### config.mk
export PLATFORM = sky130hd
export DESIGN_NAME = pfs_top
export DESIGN_NICKNAME = d
export VERILOG_FILES = /design/src/logic/pfs_pkg.sv /design/src/logic/pfs_top.sv /design/src/logic/pfs_regmem.sv
export SDC_FILE = /design/constraint.sdc
export NUM_CORES = 1
export LEC_CHECK = 0
export CORE_MARGIN = 1
export CORE_UTILIZATION = 52
export CTS_CLUSTER_DIAMETER = 200
export DETAILED_ROUTE_END_ITERATION = 16
export DONT_BUFFER_PORTS = 1
export GPL_TIMING_DRIVEN = 0
export PLACE_DENSITY = 0.7
export SYNTH_ARGS = -nofsm -noshare
export SYNTH_HDL_FRONTEND = slang
export SYNTH_HIERARCHICAL = 1
export SYNTH_SLANG_ARGS = --single-unit
### constraint.sdc
create_clock -name clk_i -period 2.5 [get_ports clk_i]
set_input_delay 0.375 -clock clk_i [delete_from_list [all_inputs] [get_ports clk_i]]
set_output_delay 0.375 -clock clk_i [all_outputs]
set_load 0.05 [all_outputs]
### src/logic/pfs_pkg.sv
// constants for the port 8 / port 7 pin function select block
package pfs_pkg;
	localparam int AW = 12;
	localparam logic [11:0] OFS_THREE_PHASE = 12'h348;
	localparam logic [11:0] OFS_TRIG_SEL = 12'h383;
	localparam logic [11:0] OFS_UPDOWN = 12'h384;
	localparam logic [11:0] OFS_T3_MODE = 12'h399;
	localparam logic [11:0] OFS_T4_MODE = 12'h39a;
	localparam logic [11:0] OFS_P7_DIR = 12'h3ef;
	localparam logic [11:0] OFS_P8_DIR = 12'h3f2;
	localparam logic [11:0] OFS_PU_P7 = 12'h3fd;
	localparam logic [11:0] OFS_PU_P8 = 12'h3fe;
	localparam logic [11:0] OFS_PIN_STATUS = 12'h400;
	localparam logic [1:0] REG_NONE = 2'h0;
	// number of mapped registers and index width
	localparam int NREG = 10;
	localparam int IW = 4;
	// field positions
	localparam int B_THREE_PHASE = 2;
	localparam int B_T4_TRIG_HI = 7;
	localparam int B_T4_TRIG_LO = 6;
	localparam int B_T3_TRIG_HI = 5;
	localparam int B_T3_TRIG_LO = 4;
	localparam int B_T4_TWO_PHASE = 7;
	localparam int B_MODE_GATE = 4;
	localparam int B_MODE_PULSE = 2;
	localparam int B_P8_B0 = 0;
	localparam int B_P8_B1 = 1;
	localparam int B_P8_B2 = 2;
	localparam int B_P7_B7 = 7;
	localparam int B_PU_P80_83 = 0;
	localparam int B_PU_P74_77 = 7;
	localparam logic [7:0] RST_REG = 8'h00;
	// register index codes inside the small register memory
	localparam logic [3:0] IX_THREE_PHASE = 4'h0;
	localparam logic [3:0] IX_TRIG_SEL = 4'h1;
	localparam logic [3:0] IX_UPDOWN = 4'h2;
	localparam logic [3:0] IX_T3_MODE = 4'h3;
	localparam logic [3:0] IX_T4_MODE = 4'h4;
	localparam logic [3:0] IX_P7_DIR = 4'h5;
	localparam logic [3:0] IX_P8_DIR = 4'h6;
	localparam logic [3:0] IX_PU_P7 = 4'h7;
	localparam logic [3:0] IX_PU_P8 = 4'h8;
	localparam logic [3:0] IX_STATUS = 4'h9;
	// bus state
	typedef enum logic [1:0] {PFS_IDLE, PFS_ACK} pfs_bus_t;
endpackage

### src/logic/pfs_top.sv
// pin function select for port 8 bits 2..0 and port 7 bit 7
// What this block does
// - port8_bit2 input: interrupt zero request comes only from pin edges, never writes.
// - direction 0 input, pull-up selects pulled high; direction 1 drives output.
// - timer input pins count source; gate or trigger only with mode bit 4.
// - port8_bit0 gives timer 4 up/down polarity when two-phase select is 0, timer 4 mode bit 4 is set and bit 2 is clear.
// - port8_bit0 gives timer 4 two-phase pulse input when two-phase select is 1, timer 4 mode bit 4 is set and bit 2 is clear.
// - timer 4 mode bit 2 makes port8_bit0 drive the timer 4 pulse output while two-phase select is 0.
//
// The Wishbone register port was chosen for this implementation.
module pfs_top
	import pfs_pkg::*;
(
	input wire logic clk_i, // system clock, 20 MHz
	input wire logic rst_i, // synchronous reset, active high
	input wire logic ce_i, // clock enable, freezes all state when low
	input wire logic [pfs_pkg::AW-1:0] wb_adr_i, // wishbone byte address
	input wire logic [31:0] wb_dat_i, // wishbone write data
	input wire logic [3:0] wb_sel_i, // wishbone byte selects
	input wire logic wb_we_i, // wishbone write enable
	input wire logic wb_cyc_i, // wishbone cycle
	input wire logic wb_stb_i, // wishbone strobe
	output logic [31:0] wb_dat_o, // wishbone read data
	output logic wb_ack_o, // wishbone acknowledge
	input wire logic [3:0] pin_i, // pin levels: p80, p81, p82, p77
	output logic [3:0] pin_o, // pin drive levels
	output logic [3:0] pin_oe_o, // pin output enables, high while driving
	output logic [3:0] pin_pu_o, // pull-up enables
	input wire logic [3:0] port_out_i, // port data latch values for the same pins
	input wire logic timer4_pulse_i, // timer 4 pulse output from the timer
	input wire logic phase_u_i, // U phase waveform
	input wire logic phase_u_n_i, // inverted U phase waveform
	output logic ext_irq_zero_req_o, // interrupt zero edge request, one cycle
	output logic ext_irq_zero_pin_o, // interrupt zero pin level
	output logic timer4_input_pin_o, // timer 4 count source input
	output logic timer4_gate_o, // timer 4 gate or trigger input
	output logic timer4_updown_o, // timer 4 up/down polarity input
	output logic timer4_two_phase_o, // timer 4 two-phase pulse input
	output logic timer3_input_pin_o, // timer 3 count source input
	output logic timer3_gate_o // timer 3 gate or trigger input
);
	import pfs_pkg::*;

	localparam int PIN_P80 = 0;
	localparam int PIN_P81 = 1;
	localparam int PIN_P82 = 2;
	localparam int PIN_P77 = 3;

	// bus handshake state
	pfs_bus_t bus_reg, bus_next;
	logic ack_reg, ack_next;
	logic rd_pend_reg, rd_pend_next;
	logic [31:0] dat_reg, dat_next;

	// pin output state
	logic [3:0] pin_reg, pin_next;
	logic [3:0] oe_reg, oe_next;
	logic [3:0] pu_reg, pu_next;
	logic irq_req_reg, irq_req_next;
	logic irq_lvl_reg, irq_lvl_next;
	logic irq_prev_reg, irq_prev_next;
	logic t4_in_reg, t4_in_next;
	logic t4_gate_reg, t4_gate_next;
	logic t4_ud_reg, t4_ud_next;
	logic t4_tp_reg, t4_tp_next;
	logic t3_in_reg, t3_in_next;
	logic t3_gate_reg, t3_gate_next;

	logic [3:0] idx;
	logic hit;
	logic mem_we;
	logic [7:0] rdata;
	logic [7:0] status;
	logic [7:0] r_3ph, r_trig, r_ud, r_t3, r_t4, r_d7, r_d8, r_pu7, r_pu8;

	// map a byte address to a register index; hit is low for unmapped
	function automatic logic [4:0] addr_decode(input logic [AW-1:0] a);
		unique case (a)
			OFS_THREE_PHASE: addr_decode = {1'b1, IX_THREE_PHASE};
			OFS_TRIG_SEL: addr_decode = {1'b1, IX_TRIG_SEL};
			OFS_UPDOWN: addr_decode = {1'b1, IX_UPDOWN};
			OFS_T3_MODE: addr_decode = {1'b1, IX_T3_MODE};
			OFS_T4_MODE: addr_decode = {1'b1, IX_T4_MODE};
			OFS_P7_DIR: addr_decode = {1'b1, IX_P7_DIR};
			OFS_P8_DIR: addr_decode = {1'b1, IX_P8_DIR};
			OFS_PU_P7: addr_decode = {1'b1, IX_PU_P7};
			OFS_PU_P8: addr_decode = {1'b1, IX_PU_P8};
			OFS_PIN_STATUS: addr_decode = {1'b1, IX_STATUS};
			default: addr_decode = 5'h00;
		endcase
	endfunction

	// timer input pin is used when its direction is input and trigger bits are 0
	function automatic logic timer_in_sel(input logic dir, input logic trg_hi,
			input logic trg_lo);
		timer_in_sel = !dir && !trg_hi && !trg_lo;
	endfunction

	// pull-up acts only on a pin whose direction is input; a driven pin never pulls
	function automatic logic pullup_sel(input logic dir, input logic pu);
		pullup_sel = !dir && pu;
	endfunction

	assign {hit, idx} = addr_decode(wb_adr_i);
	// byte lane 0 carries the 8-bit register data
	assign mem_we = (bus_reg == PFS_IDLE) && wb_cyc_i && wb_stb_i && wb_we_i && hit
		&& wb_sel_i[0];
	assign status = {4'h0, pin_i};

	pfs_regmem u_regmem (
		.clk_i(clk_i),
		.rst_i(rst_i),
		.ce_i(ce_i),
		.we_i(mem_we),
		.idx_i(idx),
		.wdata_i(wb_dat_i[7:0]),
		.status_i(status),
		.rdata_o(rdata),
		.three_phase_o(r_3ph),
		.trig_sel_o(r_trig),
		.updown_o(r_ud),
		.t3_mode_o(r_t3),
		.t4_mode_o(r_t4),
		.p7_dir_o(r_d7),
		.p8_dir_o(r_d8),
		.pu_p7_o(r_pu7),
		.pu_p8_o(r_pu8)
	);

	// wishbone slave: memory read data appear one cycle after the request
	always_comb begin
		bus_next = bus_reg;
		ack_next = 1'b0;
		rd_pend_next = 1'b0;
		dat_next = dat_reg;
		unique case (bus_reg)
			PFS_IDLE: begin
				if (wb_cyc_i && wb_stb_i) begin
					bus_next = PFS_ACK;
					rd_pend_next = hit;
				end
			end
			PFS_ACK: begin
				if (!ack_reg) begin
					// a master that drops its strobe before the answer gets none
					if (wb_cyc_i && wb_stb_i) begin
						ack_next = 1'b1;
						dat_next = rd_pend_reg ? {24'h000000, rdata} : 32'h00000000;
					end else begin
						bus_next = PFS_IDLE;
					end
				end else begin
					bus_next = PFS_IDLE;
				end
			end
		endcase
	end

	// bus registers
	always_ff @(posedge clk_i) begin
		if (rst_i) begin
			bus_reg <= PFS_IDLE;
			ack_reg <= 1'b0;
			rd_pend_reg <= 1'b0;
			dat_reg <= 32'h00000000;
		end else if (ce_i) begin
			bus_reg <= bus_next;
			ack_reg <= ack_next;
			rd_pend_reg <= rd_pend_next;
			dat_reg <= dat_next;
		end
	end

	// register fields that steer the four pins
	logic f_u_mode; // three phase outputs own bits 0 and 1
	logic f_two_phase; // timer 4 two-phase pulse processing
	logic f_t4_gate; // timer 4 gate or trigger mode bit
	logic f_t4_pulse; // timer 4 pulse output mode bit
	logic f_t3_gate; // timer 3 gate or trigger mode bit
	logic f_dir_p80; // port8_bit0 direction
	logic f_dir_p81; // port8_bit1 direction
	logic f_dir_p82; // port8_bit2 direction
	logic f_dir_p77; // port7_bit7 direction
	logic f_pu_p8; // pull-up of the port 8 group
	logic f_pu_p7; // pull-up of the port 7 group
	logic f_t4_sel; // timer 4 input pin selected
	logic f_t3_sel; // timer 3 input pin selected

	// field extraction, shared by every pin function below
	assign f_u_mode = r_3ph[B_THREE_PHASE];
	assign f_two_phase = r_ud[B_T4_TWO_PHASE];
	assign f_t4_gate = r_t4[B_MODE_GATE];
	assign f_t4_pulse = r_t4[B_MODE_PULSE];
	assign f_t3_gate = r_t3[B_MODE_GATE];
	assign f_dir_p80 = r_d8[B_P8_B0];
	assign f_dir_p81 = r_d8[B_P8_B1];
	assign f_dir_p82 = r_d8[B_P8_B2];
	assign f_dir_p77 = r_d7[B_P7_B7];
	assign f_pu_p8 = r_pu8[B_PU_P80_83];
	assign f_pu_p7 = r_pu7[B_PU_P74_77];
	assign f_t4_sel = timer_in_sel(f_dir_p81, r_trig[B_T4_TRIG_HI], r_trig[B_T4_TRIG_LO]);
	assign f_t3_sel = timer_in_sel(f_dir_p77, r_trig[B_T3_TRIG_HI], r_trig[B_T3_TRIG_LO]);

	// pin function selection
	always_comb begin
		logic t4_pulse;
		logic t4_in_dir;
		// pulse output is lost while two-phase processing is selected
		t4_pulse = f_t4_pulse && !f_two_phase;
		// port8_bit0 feeds timer 4 only as an input in event mode
		t4_in_dir = !f_dir_p80 && f_t4_gate && !f_t4_pulse;

		// ordinary port behaviour first
		pin_next = port_out_i;
		oe_next[PIN_P80] = f_dir_p80;
		oe_next[PIN_P81] = f_dir_p81;
		oe_next[PIN_P82] = f_dir_p82;
		oe_next[PIN_P77] = f_dir_p77;
		pu_next[PIN_P80] = pullup_sel(f_dir_p80, f_pu_p8);
		pu_next[PIN_P81] = pullup_sel(f_dir_p81, f_pu_p8);
		pu_next[PIN_P82] = pullup_sel(f_dir_p82, f_pu_p8);
		pu_next[PIN_P77] = pullup_sel(f_dir_p77, f_pu_p7);

		// timer 4 pulse output takes port8_bit0 whatever its direction
		if (t4_pulse) begin
			pin_next[PIN_P80] = timer4_pulse_i;
			oe_next[PIN_P80] = 1'b1;
			pu_next[PIN_P80] = 1'b0;
		end
		// three phase outputs override everything on bits 0 and 1
		if (f_u_mode) begin
			pin_next[PIN_P80] = phase_u_i;
			pin_next[PIN_P81] = phase_u_n_i;
			oe_next[PIN_P80] = 1'b1;
			oe_next[PIN_P81] = 1'b1;
			pu_next[PIN_P80] = 1'b0;
			pu_next[PIN_P81] = 1'b0;
		end
		// interrupt zero follows the pin while it is an input
		irq_lvl_next = f_dir_p82 ? irq_lvl_reg : pin_i[PIN_P82];
		irq_prev_next = irq_lvl_reg;
		// only a level change makes a request, so register writes cannot
		irq_req_next = !f_dir_p82 && (irq_lvl_reg != irq_prev_reg);

		// timer inputs; three phase mode takes bits 0 and 1 away from timer 4
		t4_in_next = !f_u_mode && f_t4_sel && pin_i[PIN_P81];
		t4_gate_next = !f_u_mode && f_t4_sel && f_t4_gate && pin_i[PIN_P81];
		t3_in_next = f_t3_sel && pin_i[PIN_P77];
		t3_gate_next = f_t3_sel && f_t3_gate && pin_i[PIN_P77];

		// port8_bit0 as up/down polarity or two-phase pulse input
		t4_ud_next = !f_u_mode && t4_in_dir && !f_two_phase && pin_i[PIN_P80];
		t4_tp_next = !f_u_mode && t4_in_dir && f_two_phase && pin_i[PIN_P80];
	end

	// pin and timer side registers
	always_ff @(posedge clk_i) begin
		if (rst_i) begin
			pin_reg <= 4'h0;
			oe_reg <= 4'h0;
			pu_reg <= 4'h0;
			irq_req_reg <= 1'b0;
			irq_lvl_reg <= 1'b0;
			irq_prev_reg <= 1'b0;
			t4_in_reg <= 1'b0;
			t4_gate_reg <= 1'b0;
			t4_ud_reg <= 1'b0;
			t4_tp_reg <= 1'b0;
			t3_in_reg <= 1'b0;
			t3_gate_reg <= 1'b0;
		end else if (ce_i) begin
			pin_reg <= pin_next;
			oe_reg <= oe_next;
			pu_reg <= pu_next;
			irq_req_reg <= irq_req_next;
			irq_lvl_reg <= irq_lvl_next;
			irq_prev_reg <= irq_prev_next;
			t4_in_reg <= t4_in_next;
			t4_gate_reg <= t4_gate_next;
			t4_ud_reg <= t4_ud_next;
			t4_tp_reg <= t4_tp_next;
			t3_in_reg <= t3_in_next;
			t3_gate_reg <= t3_gate_next;
		end
	end

	// outputs straight from flip-flops
	assign wb_dat_o = dat_reg;
	assign wb_ack_o = ack_reg;
	assign pin_o = pin_reg;
	assign pin_oe_o = oe_reg;
	assign pin_pu_o = pu_reg;
	assign ext_irq_zero_req_o = irq_req_reg;
	assign ext_irq_zero_pin_o = irq_lvl_reg;
	assign timer4_input_pin_o = t4_in_reg;
	assign timer4_gate_o = t4_gate_reg;
	assign timer4_updown_o = t4_ud_reg;
	assign timer4_two_phase_o = t4_tp_reg;
	assign timer3_input_pin_o = t3_in_reg;
	assign timer3_gate_o = t3_gate_reg;
endmodule

### src/logic/pfs_regmem.sv
// register storage for the pin function select block, read data registered
module pfs_regmem
	import pfs_pkg::*;
(
	input wire logic clk_i, // system clock
	input wire logic rst_i, // synchronous reset, active high
	input wire logic ce_i, // clock enable
	input wire logic we_i, // write strobe
	input wire logic [3:0] idx_i, // register index
	input wire logic [7:0] wdata_i, // write data
	input wire logic [7:0] status_i, // live pin status for the status index
	output logic [7:0] rdata_o, // registered read data
	output logic [7:0] three_phase_o, // three phase control
	output logic [7:0] trig_sel_o, // trigger select
	output logic [7:0] updown_o, // up/down flag
	output logic [7:0] t3_mode_o, // timer 3 mode
	output logic [7:0] t4_mode_o, // timer 4 mode
	output logic [7:0] p7_dir_o, // port 7 direction
	output logic [7:0] p8_dir_o, // port 8 direction
	output logic [7:0] pu_p7_o, // port 7 group pull-up
	output logic [7:0] pu_p8_o // port 8 group pull-up
);
	logic [7:0] mem_reg [0:NREG-2];
	logic [7:0] mem_next [0:NREG-2];
	logic [7:0] rdata_reg;
	logic [7:0] rdata_next;

	// next contents and read data
	always_comb begin
		for (int i = 0; i < NREG - 1; i++) begin
			mem_next[i] = mem_reg[i];
		end
		if (we_i && idx_i != IX_STATUS) begin
			mem_next[idx_i] = wdata_i;
		end
		rdata_next = (idx_i == IX_STATUS) ? status_i : mem_reg[idx_i];
	end

	// storage registers
	always_ff @(posedge clk_i) begin
		if (rst_i) begin
			for (int i = 0; i < NREG - 1; i++) begin
				mem_reg[i] <= RST_REG;
			end
			rdata_reg <= RST_REG;
		end else if (ce_i) begin
			mem_reg <= mem_next;
			rdata_reg <= rdata_next;
		end
	end

	assign rdata_o = rdata_reg;
	assign three_phase_o = mem_reg[IX_THREE_PHASE];
	assign trig_sel_o = mem_reg[IX_TRIG_SEL];
	assign updown_o = mem_reg[IX_UPDOWN];
	assign t3_mode_o = mem_reg[IX_T3_MODE];
	assign t4_mode_o = mem_reg[IX_T4_MODE];
	assign p7_dir_o = mem_reg[IX_P7_DIR];
	assign p8_dir_o = mem_reg[IX_P8_DIR];
	assign pu_p7_o = mem_reg[IX_PU_P7];
	assign pu_p8_o = mem_reg[IX_PU_P8];
endmodule

==> flow_summary.toml, run 1 <==
[critical_path]
critPathMaxFanout = 10
crit_path_start_kind = "input port"
crit_top_cell = "buf_2"
end_kind = "register"
slowest_stage = "a2111oi_1"
crit_chain = "and4bb_2 > nand4_2 > o21ai_0 > buf_2 > buf_2 > mux2i_1 > o22ai_1 > a2111oi_1 > o21ai_1"
worstPathArrival_ps = 2750
cp_slowest_stage_delay_ps = 530
r2r_cells = 10
rr_endpoint = "u_regmem/pu_p8_o[1]"
worstReg2RegStart = "bus_reg[0]"
cp_data_required_time_ps = 2750
critical_path.top_delay_family = "compound AO/OA/AOI/OAI gates"
rrSetupSlack_ps = 110
worstSetupPathType = "input port to register"
crit_buf_inv = 2

[layout]
final_cell_mix = "112 x dfxtp_1, 76 x nor2_1, 74 x mux2i_1, 63 x nand2_1, 59 x a21oi_1"
final_common_cell = "dfxtp_1"
nNetsFinal = 740
area_growth_pct = 11.9
n_antenna_cell = 0
drive_gt1_share_pct = 14.1
n_fill_cell = 869

[floorplanning]
rows = 36
die_x_um = 103
pin_count = 118
fp.dieH_um = 103
fp.coreArea_sq_um = 9860
fp.dieArea_sq_um = 10700
start_util_pct = 54.2

[timing]
fin_ws_ps = -0.311
worstMarginPinSlew_ps = 784
clock_skew_ps = 10.6
period_share_pct = 100
setup_viol = 1
max_freq_ghz = 0.400
rsz0062_at_grt = "yes"
drv_slew = 0
relSlewSlack_pct = 47.3
fin_hold_ws_ps = 63.1
period_needed_ps = 2500
hold_violations = 0

[routing]
vias_per_cell = 5.70
wl_per_cell_um = 16.9
drc_errors = 0
first_iter_violations = 436
drtPass1Iterations = 5
postRouteAntennaNets = 0
vias = 4628
route.final.wire_length_um = 13700

[placement]
place_hpwl_um = 10000
gp_congestion = 0.828
io_buffers = 0

[logic_synthesis]
synth_edf_count = 0
syn_area_sq_um = 5350
synth_cell_type_count = 47
ys_seq_elements = 112
yosysSeqAreaShare_pct = 41.9
synth_ff_type = "dfxtp_1"
avgSynthCellArea_sq_um = 8.48
syn_inst = 631
yosys_warnings = 6
synth-async-reset-ratio_pct = 0

[flow_run]
drv_cap = 0

[global_routing]
grt_pass1_vias = 4138
track_usage_pct = 26.1
antenna_found_initial = 0
grt_pass1_wl_um = 21100
grt_overflow = 0
grt_max_degree = 20

[clocking]
cts_max_level = 3
cts.sinks = 112
hold_buffers = 0
cts_tree = "built"
clk_path_buf_depth = 2
cts_buffers = 9
cts-root-buf = "clkbuf_8"
clk_pin_slew_worst_paths_ps = 110
clk_latency_ps = 370

[power_and_ir_drop]
irDropWorstVdd_mv = 0.332
powerDensity_nw_per_um2 = 516
p_leak_uw = 0.00225
finalPower_uw = 3090

[worst_hold_path]
hold_path_startpoint = "rst_i"
min_path_cells = 1
hold-path-endpoint = "rd_pend_reg"
hold_class = "input port to register"

[outcome]
violations = "negative setup slack"
status = "finished, violations left"
worst max path at each step:
| stage | startpoint | end | slack (ps) | depth (start not counted) |
|---|---|---|---|---|
| floorplan | wb_adr_i[10] | u_regmem/pu_p8_o[0] | 7 | 11 |
| global placement | wb_adr_i[6] | u_regmem/rdata_o[5] | -860 | 12 |
| detailed placement | wb_adr_i[6] | u_regmem/rdata_o[5] | -870 | 12 |
| CTS | wb_adr_i[10] | u_regmem/p8_dir_o[4] | -60 | 11 |
| global route | wb_adr_i[6] | u_regmem/pu_p7_o[0] | -50 | 12 |
| finish | wb_adr_i[10] | u_regmem/rdata_o[2] | -0.3 | 9 |
routing by layer:
| metal | global-route usage (%) | routed length [um] | vias up |
|---|---|---|---|
| li1 | - | - | 2246 |
| met1 | 33.2 | 6080 | 2204 |
| met2 | 45.4 | 6590 | 166 |
| met3 | 4.97 | 838 | 12 |
| met4 | 6.72 | 169 | 0 |
| met5 | 0 | 0 | - |
synth_stat cells, types with 2 or more instances:
cell	instances	area share, %
nor2_2	3	0.35
buf_6	3	0.63
nand2_1	63	4.4
nor3_1	4	0.37
nor3b_1	3	0.42
and4b_1	4	0.75
o21ai_1	42	3.9
nand4_1	6	0.70
a22oi_1	4	0.56
o22ai_1	9	1.1
buf_4	26	3.6
a31oi_1	2	0.23
buf_1	3	0.21
o211ai_1	3	0.42
nor4_1	2	0.23
or4b_1	2	0.37
a211oi_1	2	0.28
mux2i_1	74	14
dfxtp_1	112	42
buf_2	14	1.3
o21ai_0	11	1.0
clkbuf_1	30	2.1
nor4b_1	2	0.33
nor2b_1	4	0.47
inv_1	4	0.28
a2111oi_0	8	1.3
nand3_1	15	1.4
o21bai_1	8	1.1
nor2_1	77	5.4
a21oi_1	60	5.6
nand3b_1	10	1.4
nor4b_2	2	0.56
or3_1	5	0.58
repair_timing:
action	CTS	global route
setup endpoints to repair	24	73
pin swaps	0	6
gates cloned	0	0
gates resized for setup	14	18
buffers inserted	0	7
report_power, final:
part           total [uW]  leakage (uW)  internal (uW)  switching (uW)
combinational         258       0.00126           69.5             188
sequential           1830      0.000904           1790            39.8
clock                 996     0.0000838            371             624
total                3090       0.00225           2230             852
per-stage QoR:
step	setup TNS, ps	setup WS [ps]	area (sq um)	cells	util, %
floorplan	0	6.64	5470	658	-
global route	-330	-50.2	5980	812	60.7
finish	-0.311	-0.311	5980	812	60.7
CTS	-366	-60.9	5850	806	59.3
detailed placement	-28620	-869	5630	791	57.1
global placement	-26060	-860	5630	791	57.1
area by class of cell:
| class | instances | area, sq um | share of cell area [%] |
|---|---|---|---|
| inverters | 4 | 15.0 | 0.251 |
| multi-input cells | 466 | 2900 | 48.4 |
| clock inverters | 6 | 52.6 | 0.878 |
| flip-flops and latches | 112 | 2240 | 37.5 |
| repair buffers | 7 | 52.6 | 0.878 |
| well taps | 133 | 166 | 2.78 |
| clock buffers | 9 | 124 | 2.07 |
| plain buffers | 75 | 437 | 7.30 |
cells by family (layout without fill, tap and decap cells):
logic type / count (synthesis) / count (layout) / synth area share, %
XOR/XNOR: 1 / 1 / 0.164
AND/OR/NAND/NOR: 211 / 211 / 19.8
other: 1 / 28 / 0.0701
flip-flops: 112 / 112 / 41.9
buffers and inverters: 80 / 101 / 8.19
AO/OA/AOI/OAI: 152 / 152 / 16.0
multiplexers: 74 / 74 / 13.8
No activity file was read; power rests on OpenSTA's default activity.
==> inputs of run 2 (changes only) <==
- ABC_AREA: default -> 1
- PLACE_DENSITY: 0.7 -> 0.67
- clock period: 2.5 -> 2.6 ns (I/O delays scaled with it)
==> run 2 against run 1 <==
The run now ends clean. Design area increased by 0.21%. Routed wire length increased by 8.5%. Synthesized cell count increased by 34%. Sequential share of layout area decreased by 0.078 points. Sequential cell count unchanged. Hold slack improved by 80 ps. Critical path depth increased by 6. Clock power increased by 21%. Count of clock-buffer cells in the layout unchanged. Total power increased by 4.5%. Combinational power decreased by 8.9%. Critical path type unchanged.
==> flow_summary.toml, run 2 <==
[floorplanning]
pin_count = 118
start_util_pct = 53.4
fp.dieArea_sq_um = 11000
rows = 37
fp.coreArea_sq_um = 10300
die_x_um = 105
fp.dieH_um = 105

[timing]
worstMarginPinSlew_ps = 595
period_share_pct = 77.3
hold_violations = 0
drv_slew = 0
rsz0062_at_grt = "no"
tns_ps = 0
relSlewSlack_pct = 60.3
setup_viol = 0
clock_skew_ps = 13.3
max_freq_ghz = 0.498
period_needed_ps = 2010

[critical_path]
crit_buf_inv = 1
end_kind = "register"
crit_chain = "nor2_1 > nand2_1 > nor2_1 > nand2_1 > nand2_1 > nor2_1 > nand3_2 > nand2_2 > nor2_1 > nand2_1 > nor3_4 > nand2_4 > clkinv_2 > nor2_1 > nor2_1"
path_depth = 15
worstSetupPathType = "input port to register"
r2r_cells = 9
critPathMaxFanout = 10
slowest_stage = "nor3_4"
crit_path_start_kind = "input port"
cp_data_required_time_ps = 2920
crit_top_cell = "nor2_1"
critical_path.top_delay_family = "simple AND/OR/NAND/NOR gates"
worstPathArrival_ps = 2330
cp_slowest_stage_delay_ps = 430

[layout]
final_common_cell = "nand2_1"
n_antenna_cell = 0
drive_gt1_share_pct = 10.2
finalNonFillerCells = 1025
final_cell_mix = "247 x nand2_1, 142 x nor2_1, 112 x dfxtp_1, 83 x o21ai_0, 64 x a21oi_1"
utilization_pct = 58.4
n_fill_cell = 1058
nNetsFinal = 949
area_growth_pct = 9.18

[logic_synthesis]
yosysSeqAreaShare_pct = 40.8
yosys-top-cells-area = "dfxtp_1 41%, nand2_1 17%, nor2_1 9.7%"
syn_inst = 846
ys_seq_elements = 112
ys_top_cells_by_count = "247 x nand2_1, 142 x nor2_1, 112 x dfxtp_1"
synth_top_area_share_pct = 40.8
yosys_warnings = 6
avgSynthCellArea_sq_um = 6.49
syn_area_sq_um = 5490
yosysTopAreaCell = "dfxtp_1"
yosysMostFrequentCell = "nand2_1"
synth_edf_count = 0
synth_cell_type_count = 32
synth_ff_type = "dfxtp_1"
synth-async-reset-ratio_pct = 0

[outcome]
status = "finished, final reports clean"

[clocking]
cts_max_level = 3
cts.sinks = 112
clk_pin_slew_worst_paths_ps = 110
cts-root-buf = "clkbuf_8"
cts.repair.resized = 0
clk_path_buf_depth = 2
hold_buffers = 0
clk_latency_ps = 390
cts_buffers = 9
cts_tree = "built"
cts_setup_buffers = 0

[global_routing]
grt_overflow = 0
grt_pass1_wl_um = 23800
antenna_found_initial = 0
grt_pass1_vias = 4757
track_usage_pct = 27.8
grt_max_degree = 21

[routing]
drc_errors = 0
vias = 5291
drtPass1Iterations = 5
route.final.wire_length_um = 14900
vias_per_cell = 5.16
postRouteAntennaNets = 0
wl_per_cell_um = 14.5
first_iter_violations = 419

[power_and_ir_drop]
switching_share_pct = 26.9
finalPower_uw = 3230
comb_power_share_pct = 7.3
p_sw_uw = 867
p_leak_uw = 0.00261
power_frac_clock_pct = 37.4
irDropWorstVdd_mv = 0.330
p_seq_share_pct = 55.3
powerDensity_nw_per_um2 = 538
p_int_uw = 2360

[flow_run]
drv_cap = 0

[worst_hold_path]
hold_class = "input port to register"
min_path_cells = 2

[placement]
dp_cells = 1009
gp_congestion = 0.910
place_hpwl_um = 10900
io_buffers = 0
==> run 2: cell types whose count changed in the layout (fill, tap and decap cells not counted), moves of 8 or more <==
cell and change:
mux2i_1 -74, nand3_1 +26, o21ai_1 -40, nor2_1 +66, inv_1 +51, nand2_1 +184, o21bai_1 -8, nand3b_1 -10
clkbuf_1 -10, o21ai_0 +73, inv_2 +13, o22ai_1 -8
==> run 2: final cells by class <==
class | instances | area (sq um) | area share [%]
sequential | 112 | 2240 | 37.4
clock inverter | 7 | 109 | 1.82
buffer | 56 | 330 | 5.51
clock buffer | 9 | 124 | 2.07
inverter | 71 | 273 | 4.55
tap | 136 | 170 | 2.84
multi-input combinational | 634 | 2750 | 45.8
==> run 2: kinds of logic (layout without fill, tap and decap cells) <==
logic type	Yosys count	after routing	synth area share [%]
buf+inv	127	143	11.0
other cells	1	28	0.0683
simple gates	452	452	33.8
flops	112	112	40.8
compound gates	154	154	14.4
==> run 2: per-layer routing <==
layer / global-route usage, % / routed length [um]
met5: 0 / 0
met4: 9.56 / 352
met3: 7.30 / 1230
met2: 44.6 / 6610
met1: 36.2 / 6650
==> run 2: worst paths after layout <==
kind / startpoint / to / slack [ps]
worst min-delay path: pin_i[2] / ext_irq_zero_pin_o / 140
worst max register to register: bus_reg[0] / u_regmem/p8_dir_o[0] / 730
worst max-delay path: wb_adr_i[2] / u_regmem/p8_dir_o[0] / 590
worst min register to register: u_regmem/t4_mode_o[0] / u_regmem/t4_mode_o[0] / 450
==> run 2: power groups by stage <==
stage / combinational [uW] / sequential [uW] / clock (uW)
finish: 235 / 1780 / 1210
detailed placement: 232 / 1820 / 0
global route: 257 / 1790 / 1300
global placement: 228 / 1820 / 0
floorplan: 205 / 1820 / 0
CTS: 232 / 1780 / 1230
==> run 2: per-stage QoR <==
stage / hold slack [ps] / setup WS (ps) / cell area (sq um)
global placement: 433 / 276 / 5760
global route: 139 / 321 / 6000
finish: 143 / 590 / 6000
CTS: 133 / 628 / 6000
detailed placement: 436 / 237 / 5760
floorplan: 424 / 616 / 5590
